===== src/rtl/emi_pkg.sv =====
// What this block does
// - Multiplexed mode shares eight pins between low address byte and data.
// - The block drives the address-latch strobe itself.
// - First multiplexed phase: strobe high, low address byte on shared pins.
// - Strobe falling starts phase two; shared pins then carry data.
// - Non-multiplexed mode uses separate data and address pins, no latch phase.
// - Mode 00 sends every move on-chip, address wrapping modulo 1k.
// - Byte move address is page:index; wide move uses the data pointer.
// - Modes 01 and 10 send addresses below 1k on-chip, others off-chip.
// - Mode 01 byte moves off-chip leave upper address pins undriven.
// - Split-mode wide moves decide by pointer and drive all sixteen bits.
// - Mode 10 byte moves drive upper byte from page register.
// - Mode 11 sends all off-chip; byte moves leave upper pins undriven.
// - Setup, hold, strobe and latch widths are programmable in clock cycles.
// - Off-chip access lasts setup plus strobe plus hold plus four cycles.
// - Multiplexed access adds at least two latch cycles; minimum seven.
// - Timing register resets to all ones.
// - Bits 7-6 give zero to three setup cycles.
// - Bits 5-2 give strobe width of field plus one cycles.
// - Bits 1-0 give zero to three hold cycles.
// - Mux bit set selects non-multiplexed timing for every off-chip mode.
// - Config bit 4 clear means multiplexed, set means separate pins.
// - Latch width field sets latch high and low widths to field plus one.
// - Pins are driven only during an off-chip move; inputs are released.
package emi_pkg;

  // register addresses on the special function register port
  localparam logic [7:0] TIMING_ADDR = 8'hF7;
  localparam logic [7:0] CONFIG_ADDR = 8'hC7;
  localparam logic [7:0] PAGE_ADDR   = 8'hAA;

  // reset values
  localparam logic [7:0] TIMING_RST = 8'hFF;
  localparam logic [4:0] CONFIG_RST = 5'h03;
  localparam logic [7:0] PAGE_RST   = 8'h00;

  // timing register fields
  localparam int SETUP_LSB  = 6;
  localparam int STROBE_LSB = 2;
  localparam int HOLD_LSB   = 0;

  // configuration register fields
  localparam int MUX_BIT   = 4;
  localparam int MODE_LSB  = 2;
  localparam int LATCH_LSB = 0;

  // memory modes
  localparam logic [1:0] MODE_INTERNAL = 2'h0;
  localparam logic [1:0] MODE_SPLIT    = 2'h1;
  localparam logic [1:0] MODE_BANK     = 2'h2;
  localparam logic [1:0] MODE_EXTERNAL = 2'h3;

  // on-chip ram size boundary
  localparam logic [15:0] ONCHIP_SIZE = 16'h0400;

  // fixed cycles of an off-chip access: one lead plus tail
  localparam logic [3:0] TAIL_CYC  = 4'h3;
  localparam logic [5:0] FIXED_CYC = 6'h04;

  typedef enum logic [3:0] {
    ST_IDLE   = 4'b0000,
    ST_ONCHIP = 4'b0001,
    ST_LEAD   = 4'b0010,
    ST_ALE_HI = 4'b0011,
    ST_ALE_LO = 4'b0100,
    ST_SETUP  = 4'b0101,
    ST_STROBE = 4'b0110,
    ST_HOLD   = 4'b0111,
    ST_TAIL   = 4'b1000
  } emi_state_t;

endpackage : emi_pkg


===== src/rtl/external_memory_interface.sv =====
`timescale 1ns/1ps
module external_memory_interface (
  // clock and reset
  input  wire logic        clk_sys_in,
  input  wire logic        arst_n_in,
  // special function register port
  input  wire logic [7:0]  sfr_addr_in,
  input  wire logic        sfr_wr_in,
  input  wire logic        sfr_rd_in,
  input  wire logic [7:0]  sfr_wdata_in,
  output logic      [7:0]  sfr_rdata_out,
  // core move request
  input  wire logic        move_req_in,
  input  wire logic        move_wide_in,
  input  wire logic        move_write_in,
  input  wire logic [7:0]  index_reg_in,
  input  wire logic [15:0] data_pointer_in,
  input  wire logic [7:0]  move_wdata_in,
  output logic             move_busy_out,
  output logic             move_done_out,
  output logic      [7:0]  move_rdata_out,
  // on-chip data ram
  output logic             onchip_req_out,
  output logic             onchip_we_out,
  output logic      [9:0]  onchip_addr_out,
  output logic      [7:0]  onchip_wdata_out,
  input  wire logic [7:0]  onchip_rdata_in,
  // external memory pins
  input  wire logic [7:0]  ad_pins_in,
  output logic      [7:0]  ad_out,
  output logic             ad_oe_n_out,
  output logic      [7:0]  addr_lo_out,
  output logic             addr_lo_oe_n_out,
  output logic      [7:0]  addr_hi_out,
  output logic             addr_hi_oe_n_out,
  output logic             ale_out,
  output logic             rd_n_out,
  output logic             wr_n_out
);

  typedef struct packed {
    emi_pkg::emi_state_t st;
    logic [3:0]  cnt;
    logic [7:0]  timing;
    logic [4:0]  cfg;
    logic [7:0]  page;
    logic [15:0] ea;
    logic        write;
    logic        mux;
    logic        hi_drv;
    logic [7:0]  wdata;
    logic [7:0]  rdata;
    logic [7:0]  sfr_rdata;
    logic        busy;
    logic        done;
    logic        on_req;
    logic        on_we;
    logic [7:0]  sync1;
    logic [7:0]  sync2;
    logic        mark1;
    logic        mark2;
    logic [7:0]  ad;
    logic        ad_oe_n;
    logic        lo_oe_n;
    logic        hi_oe_n;
    logic        ale;
    logic        rd_n;
    logic        wr_n;
  } emi_regs_t;

  localparam emi_regs_t REGS_RST = '{
    st: emi_pkg::ST_IDLE, cnt: 4'h0, timing: emi_pkg::TIMING_RST,
    cfg: emi_pkg::CONFIG_RST, page: emi_pkg::PAGE_RST, ea: 16'h0000,
    write: 1'b0, mux: 1'b0, hi_drv: 1'b0, wdata: 8'h00, rdata: 8'h00,
    sfr_rdata: 8'h00, busy: 1'b0, done: 1'b0, on_req: 1'b0, on_we: 1'b0,
    sync1: 8'h00, sync2: 8'h00, mark1: 1'b0, mark2: 1'b0, ad: 8'h00,
    ad_oe_n: 1'b1, lo_oe_n: 1'b1, hi_oe_n: 1'b1, ale: 1'b0,
    rd_n: 1'b1, wr_n: 1'b1};

  emi_regs_t r;
  emi_regs_t r_nxt;

  logic [1:0]  setup_f;
  logic [3:0]  strobe_f;
  logic [1:0]  hold_f;
  logic [1:0]  latch_f;
  logic [1:0]  mode_f;
  logic [15:0] req_ea;
  logic        req_onchip;

  assign setup_f  = r.timing[emi_pkg::SETUP_LSB +: 2];
  assign strobe_f = r.timing[emi_pkg::STROBE_LSB +: 4];
  assign hold_f   = r.timing[emi_pkg::HOLD_LSB +: 2];
  assign latch_f  = r.cfg[emi_pkg::LATCH_LSB +: 2];
  assign mode_f   = r.cfg[emi_pkg::MODE_LSB +: 2];

  // effective address and on-chip decision
  assign req_ea = move_wide_in ? data_pointer_in : {r.page, index_reg_in};
  assign req_onchip = (mode_f == emi_pkg::MODE_INTERNAL) ||
                      ((mode_f != emi_pkg::MODE_EXTERNAL) &&
                       (req_ea < emi_pkg::ONCHIP_SIZE));

  //////////////////////////////////////////////////////////////////////////////
  always_comb
  begin
    logic addr_phase;
    logic drive;
    addr_phase = 1'b0;
    drive = 1'b0;
    r_nxt = r;
    r_nxt.done = 1'b0;
    r_nxt.on_req = 1'b0;
    r_nxt.mark1 = 1'b0;
    r_nxt.mark2 = r.mark1;
    r_nxt.sync1 = ad_pins_in;
    r_nxt.sync2 = r.sync1;
    // read data sampled at the strobe end, seen through the synchroniser
    if (r.mark2)
    begin
      r_nxt.rdata = r.sync2;
    end

    // register port
    if (sfr_wr_in)
    begin
      case (sfr_addr_in)
        emi_pkg::TIMING_ADDR: r_nxt.timing = sfr_wdata_in;
        emi_pkg::CONFIG_ADDR: r_nxt.cfg = sfr_wdata_in[4:0];
        emi_pkg::PAGE_ADDR:   r_nxt.page = sfr_wdata_in;
        default:              r_nxt.page = r.page;
      endcase
    end
    if (sfr_rd_in)
    begin
      case (sfr_addr_in)
        emi_pkg::TIMING_ADDR: r_nxt.sfr_rdata = r.timing;
        emi_pkg::CONFIG_ADDR: r_nxt.sfr_rdata = {3'h0, r.cfg};
        emi_pkg::PAGE_ADDR:   r_nxt.sfr_rdata = r.page;
        default:              r_nxt.sfr_rdata = 8'h00;
      endcase
    end

    // access sequencer
    case (r.st)
      emi_pkg::ST_IDLE:
      begin
        if (move_req_in)
        begin
          r_nxt.busy = 1'b1;
          r_nxt.write = move_write_in;
          r_nxt.wdata = move_wdata_in;
          r_nxt.ea = req_ea;
          r_nxt.mux = ~r.cfg[emi_pkg::MUX_BIT];
          r_nxt.hi_drv = move_wide_in || (mode_f == emi_pkg::MODE_BANK);
          if (req_onchip)
          begin
            r_nxt.st = emi_pkg::ST_ONCHIP;
            r_nxt.cnt = 4'h1;
            r_nxt.on_req = 1'b1;
            r_nxt.on_we = move_write_in;
          end
          else
          begin
            r_nxt.st = emi_pkg::ST_LEAD;
            r_nxt.cnt = 4'h0;
          end
        end
      end
      emi_pkg::ST_ONCHIP:
      begin
        r_nxt.cnt = r.cnt - 4'h1;
        if (r.cnt == 4'h0)
        begin
          r_nxt.rdata = onchip_rdata_in;
          r_nxt.st = emi_pkg::ST_IDLE;
          r_nxt.busy = 1'b0;
          r_nxt.done = 1'b1;
        end
      end
      emi_pkg::ST_LEAD, emi_pkg::ST_ALE_HI, emi_pkg::ST_ALE_LO, emi_pkg::ST_SETUP:
      begin
        r_nxt.cnt = r.cnt - 4'h1;
        if (r.cnt == 4'h0)
        begin
          if ((r.st == emi_pkg::ST_LEAD) && r.mux)
          begin
            r_nxt.st = emi_pkg::ST_ALE_HI;
            r_nxt.cnt = {2'h0, latch_f};
          end
          else if (r.st == emi_pkg::ST_ALE_HI)
          begin
            r_nxt.st = emi_pkg::ST_ALE_LO;
            r_nxt.cnt = {2'h0, latch_f};
          end
          else if ((r.st != emi_pkg::ST_SETUP) && (setup_f != 2'h0))
          begin
            r_nxt.st = emi_pkg::ST_SETUP;
            r_nxt.cnt = {2'h0, setup_f} - 4'h1;
          end
          else
          begin
            r_nxt.st = emi_pkg::ST_STROBE;
            r_nxt.cnt = strobe_f;
          end
        end
      end
      emi_pkg::ST_STROBE, emi_pkg::ST_HOLD:
      begin
        r_nxt.cnt = r.cnt - 4'h1;
        if (r.cnt == 4'h0)
        begin
          r_nxt.mark1 = (r.st == emi_pkg::ST_STROBE) && !r.write;
          if ((r.st == emi_pkg::ST_STROBE) && (hold_f != 2'h0))
          begin
            r_nxt.st = emi_pkg::ST_HOLD;
            r_nxt.cnt = {2'h0, hold_f} - 4'h1;
          end
          else
          begin
            r_nxt.st = emi_pkg::ST_TAIL;
            r_nxt.cnt = emi_pkg::TAIL_CYC - 4'h1;
          end
        end
      end
      emi_pkg::ST_TAIL:
      begin
        r_nxt.cnt = r.cnt - 4'h1;
        if (r.cnt == 4'h0)
        begin
          r_nxt.st = emi_pkg::ST_IDLE;
          r_nxt.busy = 1'b0;
          r_nxt.done = 1'b1;
        end
      end
      default:
      begin
        r_nxt.st = emi_pkg::ST_IDLE;
        r_nxt.busy = 1'b0;
      end
    endcase

    // pin drive follows the next state, so pins change with the state flops
    drive = (r_nxt.st != emi_pkg::ST_IDLE) && (r_nxt.st != emi_pkg::ST_ONCHIP) &&
            (r_nxt.st != emi_pkg::ST_TAIL);
    addr_phase = (r_nxt.st == emi_pkg::ST_LEAD) || (r_nxt.st == emi_pkg::ST_ALE_HI);
    r_nxt.ale = r_nxt.st == emi_pkg::ST_ALE_HI;
    r_nxt.rd_n = !((r_nxt.st == emi_pkg::ST_STROBE) && !r_nxt.write);
    r_nxt.wr_n = !((r_nxt.st == emi_pkg::ST_STROBE) && r_nxt.write);
    r_nxt.hi_oe_n = !(drive && r_nxt.hi_drv);
    r_nxt.lo_oe_n = !(drive && !r_nxt.mux);
    r_nxt.ad = (r_nxt.mux && addr_phase) ? r_nxt.ea[7:0] : r_nxt.wdata;
    r_nxt.ad_oe_n = !(drive && ((r_nxt.mux && addr_phase) || r_nxt.write));
  end

  always_ff @(posedge clk_sys_in or negedge arst_n_in)
  begin
    if (!arst_n_in)
    begin
      r <= REGS_RST;
    end
    else
    begin
      r <= r_nxt;
    end
  end

  //////////////////////////////////////////////////////////////////////////////
  assign sfr_rdata_out    = r.sfr_rdata;
  assign move_busy_out    = r.busy;
  assign move_done_out    = r.done;
  assign move_rdata_out   = r.rdata;
  assign onchip_req_out   = r.on_req;
  assign onchip_we_out    = r.on_we;
  assign onchip_addr_out  = r.ea[9:0];
  assign onchip_wdata_out = r.wdata;
  assign ad_out           = r.ad;
  assign ad_oe_n_out      = r.ad_oe_n;
  assign addr_lo_out      = r.ea[7:0];
  assign addr_lo_oe_n_out = r.lo_oe_n;
  assign addr_hi_out      = r.ea[15:8];
  assign addr_hi_oe_n_out = r.hi_oe_n;
  assign ale_out          = r.ale;
  assign rd_n_out         = r.rd_n;
  assign wr_n_out         = r.wr_n;

  //////////////////////////////////////////////////////////////////////////////
  // checking helpers: access length and expected length
  logic [5:0] chk_len;
  logic       chk_off;
  logic [5:0] chk_expect;

  always_ff @(posedge clk_sys_in or negedge arst_n_in)
  begin
    if (!arst_n_in)
    begin
      chk_len <= 6'h00;
      chk_off <= 1'b0;
    end
    else
    begin
      chk_len <= (r.st == emi_pkg::ST_IDLE) ? 6'h00 : chk_len + 6'h01;
      if (r.st == emi_pkg::ST_LEAD)
      begin
        chk_off <= 1'b1;
      end
      else if (r.st == emi_pkg::ST_ONCHIP)
      begin
        chk_off <= 1'b0;
      end
    end
  end

  assign chk_expect = {4'h0, setup_f} + {2'h0, strobe_f} + 6'h01 + {4'h0, hold_f} +
                      emi_pkg::FIXED_CYC +
                      (r.mux ? ({4'h0, latch_f} + 6'h01) << 1 : 6'h00);
endmodule : external_memory_interface


===== config.mk =====
export PLATFORM = sky130hd
export DESIGN_NAME = external_memory_interface
export DESIGN_NICKNAME = d
export VERILOG_FILES = /design/src/rtl/emi_pkg.sv /design/src/rtl/external_memory_interface.sv
export SDC_FILE = /design/constraint.sdc
export NUM_CORES = 1
export LEC_CHECK = 0
export BUFFER_PORTS_ARGS = -buffer_cell sky130_fd_sc_hd__clkbuf_2
export CORE_UTILIZATION = 47
export DETAILED_ROUTE_END_ITERATION = 10
export GPL_ROUTABILITY_DRIVEN = 0
export MAX_ROUTING_LAYER = met4
export PLACE_DENSITY_LB_ADDON = 0.08
export SKIP_CTS_REPAIR_TIMING = 1
export SLEW_MARGIN = 10
export SYNTH_ARGS = -nofsm -noshare
export SYNTH_HDL_FRONTEND = slang
export SYNTH_SLANG_ARGS = --single-unit

===== constraint.sdc =====
create_clock -name clk_sys_in -period 2.3 [get_ports clk_sys_in]
set_clock_uncertainty 0.15 [all_clocks]
set_input_delay 0.46 -clock clk_sys_in [delete_from_list [all_inputs] [get_ports clk_sys_in]]
set_output_delay 0.46 -clock clk_sys_in [all_outputs]
set_load 0.05 [all_outputs]

; ---- Yosys cells after proc, flatten, opt, wreduce, memory -nomap -nowiden
; Index checks and enable logic that the tools add are counted.
[totals]
reg_bits = 108
latch_bits = 0
ram_bits = 0
romBits = 0
output_inout_bits = 68
word_cells = 126
mem_count = 0
[classes]
add_sub_neg = 3
n_mul = 0
n_div = 0
order_cmp = 1
eq_ne = 21
shift = 0
mux = 28
bitwise_logic = 2
n_reduce_logical = 43
[op_table]
columns = op, n
row1 = two-way mux 8 bit, 10
row2 = two-way mux 19 bit, 2
row3 = case mux 4 bit (4 select lines), 2
row4 = equality test 8 bit (second input constant), 3
row5 = case mux 8 bit (3 select lines), 1
row6 = equality test 4 x 3 -> 1 bit (second input constant), 5
row7 = equality test 4 x 2 -> 1 bit (second input constant), 4
row8 = < comparator 16 x 11 -> 1 bit (second input constant), 1
row9 = two-way mux 16 bit, 1
row10 = logical AND 1 bit, 13
row11 = two-way mux 6 bit, 2
row12 = AND reduction 2 bit, 5
row13 = logical NOT 1 bit, 8
row14 = logical NOT 4 bit, 2
row15 = two-way mux 2 bit, 4
row16 = nonzero test 4 bit, 2
row17 = AND reduction 3 bit, 2
row18 = OR reduction 6 bit, 1
row19 = subtractor 2 x 1 -> 3 bit (second input constant), 2
row20 = equality test 4 x 1 -> 1 bit (second input constant), 1
row21 = equality test 4 bit (second input constant), 1
row22 = logical OR 1 bit, 4
row23 = two-way mux 1 bit, 4
row24 = two-way mux 4 bit, 1
row25 = 13 further kinds, 17

; ---- Logic depth before layout (Yosys ltp)
; Gate-level depths: netlist (run 1).
[logic_depth]
word_depth = 13
mapped_depth = 9

; ---- Least setup slack after synthesis (run 1)
; No wires, ideal clock.
[synth_path]
kind = reg2reg
start = reg r[100] (netlist name)
end = reg r, in the netlist ad_out[0]
setup_ns = 0.125
arrival_time_ns = 2.109
setup_slack_ns = -0.084
path_stages_with_launch = 10
path_buffers = 1
synth_period_minus_slack_ns = 2.384
cell_sequence = dfrtp_1 > inv_1 > ha_1 > or3b_1 > buf_4 > o211ai_2 > a221o_1 > o2111ai_4 > nand3b_4 > mux2_4
[synth_lines]
columns = item, line
row1 = from (decl), external_memory_interface.sv:80  ; emi_regs_t r;
row2 = from (signal assigned), external_memory_interface.sv:263  ; r <= r_nxt;

==> out/results.ini, run 1 <==
[run_status]
status=finished with violations
violations=setup timing

[worst_setup_path]
crit_end=ad_out[5]
cpMaxStageDelayCell=dfrtp_1
end_kind=register
rr_startpoint=r[101]
crit_type=reg -> reg
cp.arrival_ps=2430
worstPathCellList=inv_2, ha_4, or3b_4, o211ai_2, a221o_1, o2111ai_4, nand3b_4, mux2_4
required_ps=2400
cp_max_fo=8
reg2reg_slack_ps=-30
worstSetupPathDepth=8
startpoint_type=register
worst-r2r-cell-count=8
startpoint=r[101]
r2r-end=ad_out[5]
path_buf_inv=1
slowest_delay_ps=410
cpLargestDelayFamily=simple AND/OR/NAND/NOR gates

[global_route]
grt_max_degree=41
grt_pass1_wl_um=18300
antenna_found_initial=0
grt_pass1_vias=3656
grt_overflow=0
track_usage_pct=21.4

[yosys]
async_flop_share_pct=100
yosys_warnings=0
synth.avg_cell_area_um2=11.2
ys_seq_elements=108
synth_seq_area_share_pct=51.9
yosys.cell_types.count=60
synth_edf_count=0
synth_ff_type=dfrtp_1
syn_area_um2=5240
syn-num-nets=542
synthCells=466

[clocking]
path_clk_slew_ps=100
clock_sinks=108
cts_buffer_depth=2
insertion_delay_ps=380
cts-buffers-inserted=9
cts_tree=built
cts.root.buffer_cell=clkbuf_8
h-tree-depth=3

[drt]
wl_per_cell_um=15.6
totalWireLength_um=11400
drt_pass1_iterations=4
viasPerCell=5.18
ant_nets=0
vias=3793
drt_iter0_markers=232
drcViolationCount=0

[floorplanning]
rows=38
fp.dieArea_um2=11600
initial_core_util_pct=48.3
core_area_um2=10800
io_pins=139
die_x_um=108
dieHeight_um=108

[layout]
drive_above_1_share_pct=46.8
fin_nets=663
final_area_um2=6200
syn_to_final_growth_pct=18.4
diodes=0
utilization_pct=57.2
instances_no_fill=732

[timing]
worst_slack_ps=-25.1
rsz0062_at_grt=true
finalHoldViolCount=0
maxSlewViolCount=0
fmax_ghz=0.430
setup_violations=8
max_slew_margin_pct=51.2
worstMarginPinSlew_ps=724
finalCritPeriodShare_pct=101
min_period_ps=2330

[placement]
place_ws_ps=-99.5
dp_cells=712
placed_area_um2=5950
hpwl_um=8760
port_buffers=138

[power_and_ir_drop]
power_density_nw_per_um2=1380
ir_drop_mv=0.792
power.leakage_uw=0.00301

[worst_hold_path]
hold_path_class=in -> reg

[job]
maxCapViolCount=0

-- layout make-up --
class                      count  area (µm²)
timing repair buffer         186        1080
sequential                   108        2730
clock inverter                 6        68.8
multi-input combinational    263        1950
inverter                      19        71.3
fill                         950        4640
clock buffer                  10         128
tap                          140         175
-- worst reg2reg max path, stage by stage (launching register included) --
cell       delay, ps
dfrtp_1          410
inv_2             80
ha_4             130
or3b_4           410
o211ai_2         160
a221o_1          200
o2111ai_4        130
nand3b_4         210
mux2_4           320
-- sequential cells by signal, indices dropped and copies added, names as in the netlist, 2 cells and up --
register	count
ad_out	8
addr_hi_out	8
addr_lo_out	8
hold_f	2
latch_f	2
mode_f	2
move_rdata_out	8
onchip_wdata_out	8
r	44
sfr_rdata_out	8
-- per-stage QoR --
stage / hold slack [ps] / total power, µW / setup TNS [ps]
6_report: 30.4 / 8540 / -113
5_1_grt: 5.90 / 9050 / -920
3_3_place_gp: 182 / 7290 / -211
2_1_floorplan: 14.4 / 6700 / -215
4_1_cts: -122 / 8530 / -496
3_5_place_dp: 189 / 7350 / -717
-- worst min path at each step --
stage	startpoint	to	slack, ps	cells after the start
after floorplan	arst_n_in	ad_out[0]	10	0
after global placement	r[31]	r[23]	180	0
after detailed placement	r[25]	r[17]	190	0
after CTS	arst_n_in	r[30]	-120	1
after global routing	ad_pins_in[6]	r[30]	6	1
final	ad_pins_in[2]	r[26]	30	1
-- power by group --
part | internal (µW) | switching [µW]
combinational | 1450 | 3100
clock | 514 | 666
sequential | 2450 | 366
total | 4410 | 4130
-- cell families after synthesis --
| kind of cell | count (synthesis) | synth area share [%] |
|---|---|---|
| flops | 108 | 51.9 |
| xor+xnor | 4 | 0.669 |
| simple gates | 101 | 9.84 |
| compound gates | 90 | 11.3 |
| fa+ha+maj | 5 | 1.19 |
| mux | 63 | 13.5 |
| buf+inv | 95 | 11.5 |
-- cell usage in the layout, fill, tap and decap left out, types with 2 or more instances in the layout --
master      n
a31oi_1     2
mux2_4      8
nand3_1     7
o31ai_1     3
buf_4      46
o21ai_0    29
o21ai_2     2
buf_12      2
inv_1      17
clkbuf_8    9
a21oi_1    18
mux2_2     31
ha_1        4
mux2i_1    24
or2_1       2
dfrtp_2     4
nor2_2      2
o21a_1      2
nor4_1      2
or3_1       2
o22ai_1    10
nor3_1      7
inv_2       2
dfstp_2    15
inv_6       3
a22oi_1     6
nor2_1     24
xnor2_1     2
xor2_1      2
nand4_1     3
nand2_1    36
dfrtp_1    89
a222oi_1    5
clkbuf_2  137
-- layer usage --
metal  up-vias  track usage [%]  routed length (µm)
met5         -                -                   0
met4         0             7.44                 140
met3        11             3.51                 559
met2       126             34.4                5630
met1      1838             27.4                5100
li1       1818                -                   -
-- cells in the mapped netlist (all sizes together), types with 2 or more instances --
| cell | number | share of area, % |
|---|---|---|
| xor2 | 2 | 0.33 |
| nor3 | 7 | 0.67 |
| nand2 | 37 | 2.7 |
| nor3b | 2 | 0.38 |
| or3 | 2 | 0.24 |
| mux2 | 39 | 9.0 |
| xnor2 | 2 | 0.33 |
| o31ai | 4 | 0.57 |
| and2 | 2 | 0.24 |
| ha | 5 | 1.2 |
| a31oi | 3 | 0.48 |
| dfstp | 15 | 7.5 |
| dfrtp | 93 | 44 |
| o21ai | 31 | 3.0 |
| a222oi | 5 | 0.96 |
| o21a | 2 | 0.29 |
| o22ai | 10 | 1.2 |
| or2 | 2 | 0.24 |
| clkbuf | 8 | 0.57 |
| nor4 | 3 | 0.48 |
| a21oi | 18 | 1.7 |
| a22oi | 6 | 0.86 |
| buf | 68 | 9.5 |
| nand3 | 8 | 0.76 |
| nand4 | 3 | 0.36 |
| nor2 | 26 | 1.9 |
| mux2i | 24 | 4.6 |
| inv | 19 | 1.4 |
(Power assumes the default switching activity.)
==> inputs of run 2 (changes only) <==
--- a/config.mk
+++ b/config.mk
@@ -6,7 +6,7 @@
 export NUM_CORES = 1
 export LEC_CHECK = 0
 export BUFFER_PORTS_ARGS = -buffer_cell sky130_fd_sc_hd__clkbuf_2
-export CORE_UTILIZATION = 47
+export CORE_UTILIZATION = 45
 export DETAILED_ROUTE_END_ITERATION = 10
 export GPL_ROUTABILITY_DRIVEN = 0
 export MAX_ROUTING_LAYER = met4
==> run 2 against run 1 <==
The flow still finishes with violations (setup timing). Global-route usage fell by 0.62 points. Via count rose by 0.63%. Hold slack improved by 39 ps. Routed wire length rose by 1.5%. First-iteration DRC count fell by 20%. Sequential power barely moved. Sequential share of layout area fell by 0.54 points. Total power rose by 3.8%. Critical path type unchanged. Highest routed layer unchanged.
==> out/results.ini, run 2 (synthesized netlist as in run 1, its figures left out) <==
[power_and_ir_drop]
power.leakage_uw=0.00304  ; was 0.00301 µW
power_density_nw_per_um2=1410  ; was 1380 nW/µm²
ir_drop_mv=1.18  ; was 0.792 mV

[timing]
setup_violations=5  ; was 8
holdWs_ps=68.9  ; was 30.4 ps
maxSlewViolCount=0  ; unchanged
fmax_ghz=0.432  ; was 0.430 GHz
min_period_ps=2310  ; was 2330 ps
finalCritPeriodShare_pct=101  ; about the same
rsz0062_at_grt=true  ; unchanged
max_slew_margin_pct=50.9  ; was 51.2%
finalHoldViolCount=0  ; unchanged
worstMarginPinSlew_ps=729  ; was 724 ps
worst_slack_ps=-12.6  ; was -25.1 ps

[layout]
largest-register=r  ; unchanged
fin_nets=657  ; was 663
final_cell_mix=clkbuf_2, dfrtp_1, buf_4  ; unchanged
utilization_pct=55.1  ; was 57.2%
diodes=0  ; unchanged
regArea_um2=2720  ; was 2730 µm²
multi_input_area_um2=1940  ; was 1950 µm²
drive_above_1_share_pct=45.2  ; was 46.8%
fill_cells=1006  ; was 950
final_area_um2=6270  ; was 6200 µm²
layout_commonest_cell=clkbuf_2  ; unchanged
syn_to_final_growth_pct=19.7  ; was 18.4%
largest_reg_flops=44  ; unchanged

[drt]
ant_nets=0  ; unchanged
drt_pass1_iterations=5  ; was 4
totalWireLength_um=11600  ; was 11400 µm
viasPerCell=5.24  ; was 5.18
wl_per_cell_um=15.9  ; was 15.6 µm
drt_iter0_markers=185  ; was 232
vias=3817  ; was 3793
drcViolationCount=0  ; unchanged

[floorplanning]
core_area_um2=11400  ; was 10800 µm²
fp.dieArea_um2=12100  ; was 11600 µm²
die_x_um=110  ; was 108 µm
dieHeight_um=110  ; was 108 µm
io_pins=139  ; unchanged
rows=39  ; was 38
initial_core_util_pct=46.1  ; was 48.3%

[run_status]
status=finished with violations  ; unchanged
violations=setup timing  ; unchanged

[global_route]
grt_max_degree=41  ; unchanged
track_usage_pct=20.7  ; was 21.4%
grt_pass1_vias=3691  ; was 3656
antenna_found_initial=0  ; unchanged
grt_overflow=0  ; unchanged
grt_pass1_wl_um=18100  ; was 18300 µm

[clocking]
h-tree-depth=3  ; unchanged
cts.root.buffer_cell=clkbuf_16  ; was clkbuf_8
cts-buffers-inserted=9  ; unchanged
insertion_delay_ps=350  ; was 380 ps
clock_sinks=108  ; unchanged
cts_tree=built  ; unchanged
cts_buffer_depth=2  ; unchanged
path_clk_slew_ps=70  ; was 100 ps

[job]
maxCapViolCount=0  ; unchanged

[worst_setup_path]
startpoint_type=register  ; unchanged
cp.arrival_ps=2390  ; was 2430 ps
worst-r2r-cell-count=9  ; was 8
crit_type=reg -> reg  ; unchanged
reg2reg_slack_ps=-10  ; was -30 ps
cp_max_fo=8  ; unchanged
required_ps=2380  ; was 2400 ps
end_kind=register  ; unchanged

[placement]
port_buffers=138  ; unchanged
placed_area_um2=5930  ; was 5950 µm²
hpwl_um=8760  ; about the same

[worst_hold_path]
hold_path_class=in -> reg  ; unchanged
hold_depth=1  ; unchanged

run 2: changes by cell type in the layout (fill, tap and decap cells not counted), sizes merged:
cell and delta:
buf -6, clkbuf -1, clkinv +2, inv -1
run 2: final cells by class:
class / count / area share [%]
timing repair buffer: 180 / 16.7
clock inverter: 7 / 1.34
tap: 143 / 2.85
clock buffer: 9 / 3.59
multi-input combinational: 263 / 31.0
sequential: 108 / 43.4
inverter: 19 / 1.14
run 2: final timing paths:
| check | start | endpoint |
|---|---|---|
| min reg2reg | r[24] | r[16] |
| max in group asynchronous | arst_n_in | ad_oe_n_out |
| max | r[101] | ad_out[2] |
| min | ad_pins_in[4] | r[28] |
| max reg2reg | r[101] | ad_out[2] |
| min in group asynchronous | arst_n_in | move_rdata_out[5] |
run 2: routing by layer:
layer	global-route usage, %	vias up	part of all wire [%]
li1	-	1820	-
met5	-	-	0
met2	33.4	141	48
met4	7.43	0	1.7
met1	25.7	1837	45
met3	4.45	19	5.6
run 2: through the flow:
stage	power (µW)	setup TNS [ps]	std cells	setup WS [ps]
detailed placement	7310	-430	711	-56.2
CTS	8910	-693	727	-94.7
global placement	7270	-295	711	-38.2
finish	8870	-22.4	729	-12.6
global route	9430	-831	729	-113
floorplan	6700	-215	466	-26.9
run 2: critical path: stages (launching register included):
cell and delay [ps]:
dfrtp_1 390, inv_2 80, ha_4 130, nor3b_4 240
buf_4 170, o21ai_2 60, a221o_1 330, o2111ai_4 90
nand3b_4 220, mux2_4 350
run 2: report_power, final:
part | switching (µW) | internal [µW]
sequential | 362 | 2450
combinational | 3070 | 1410
clock | 712 | 861
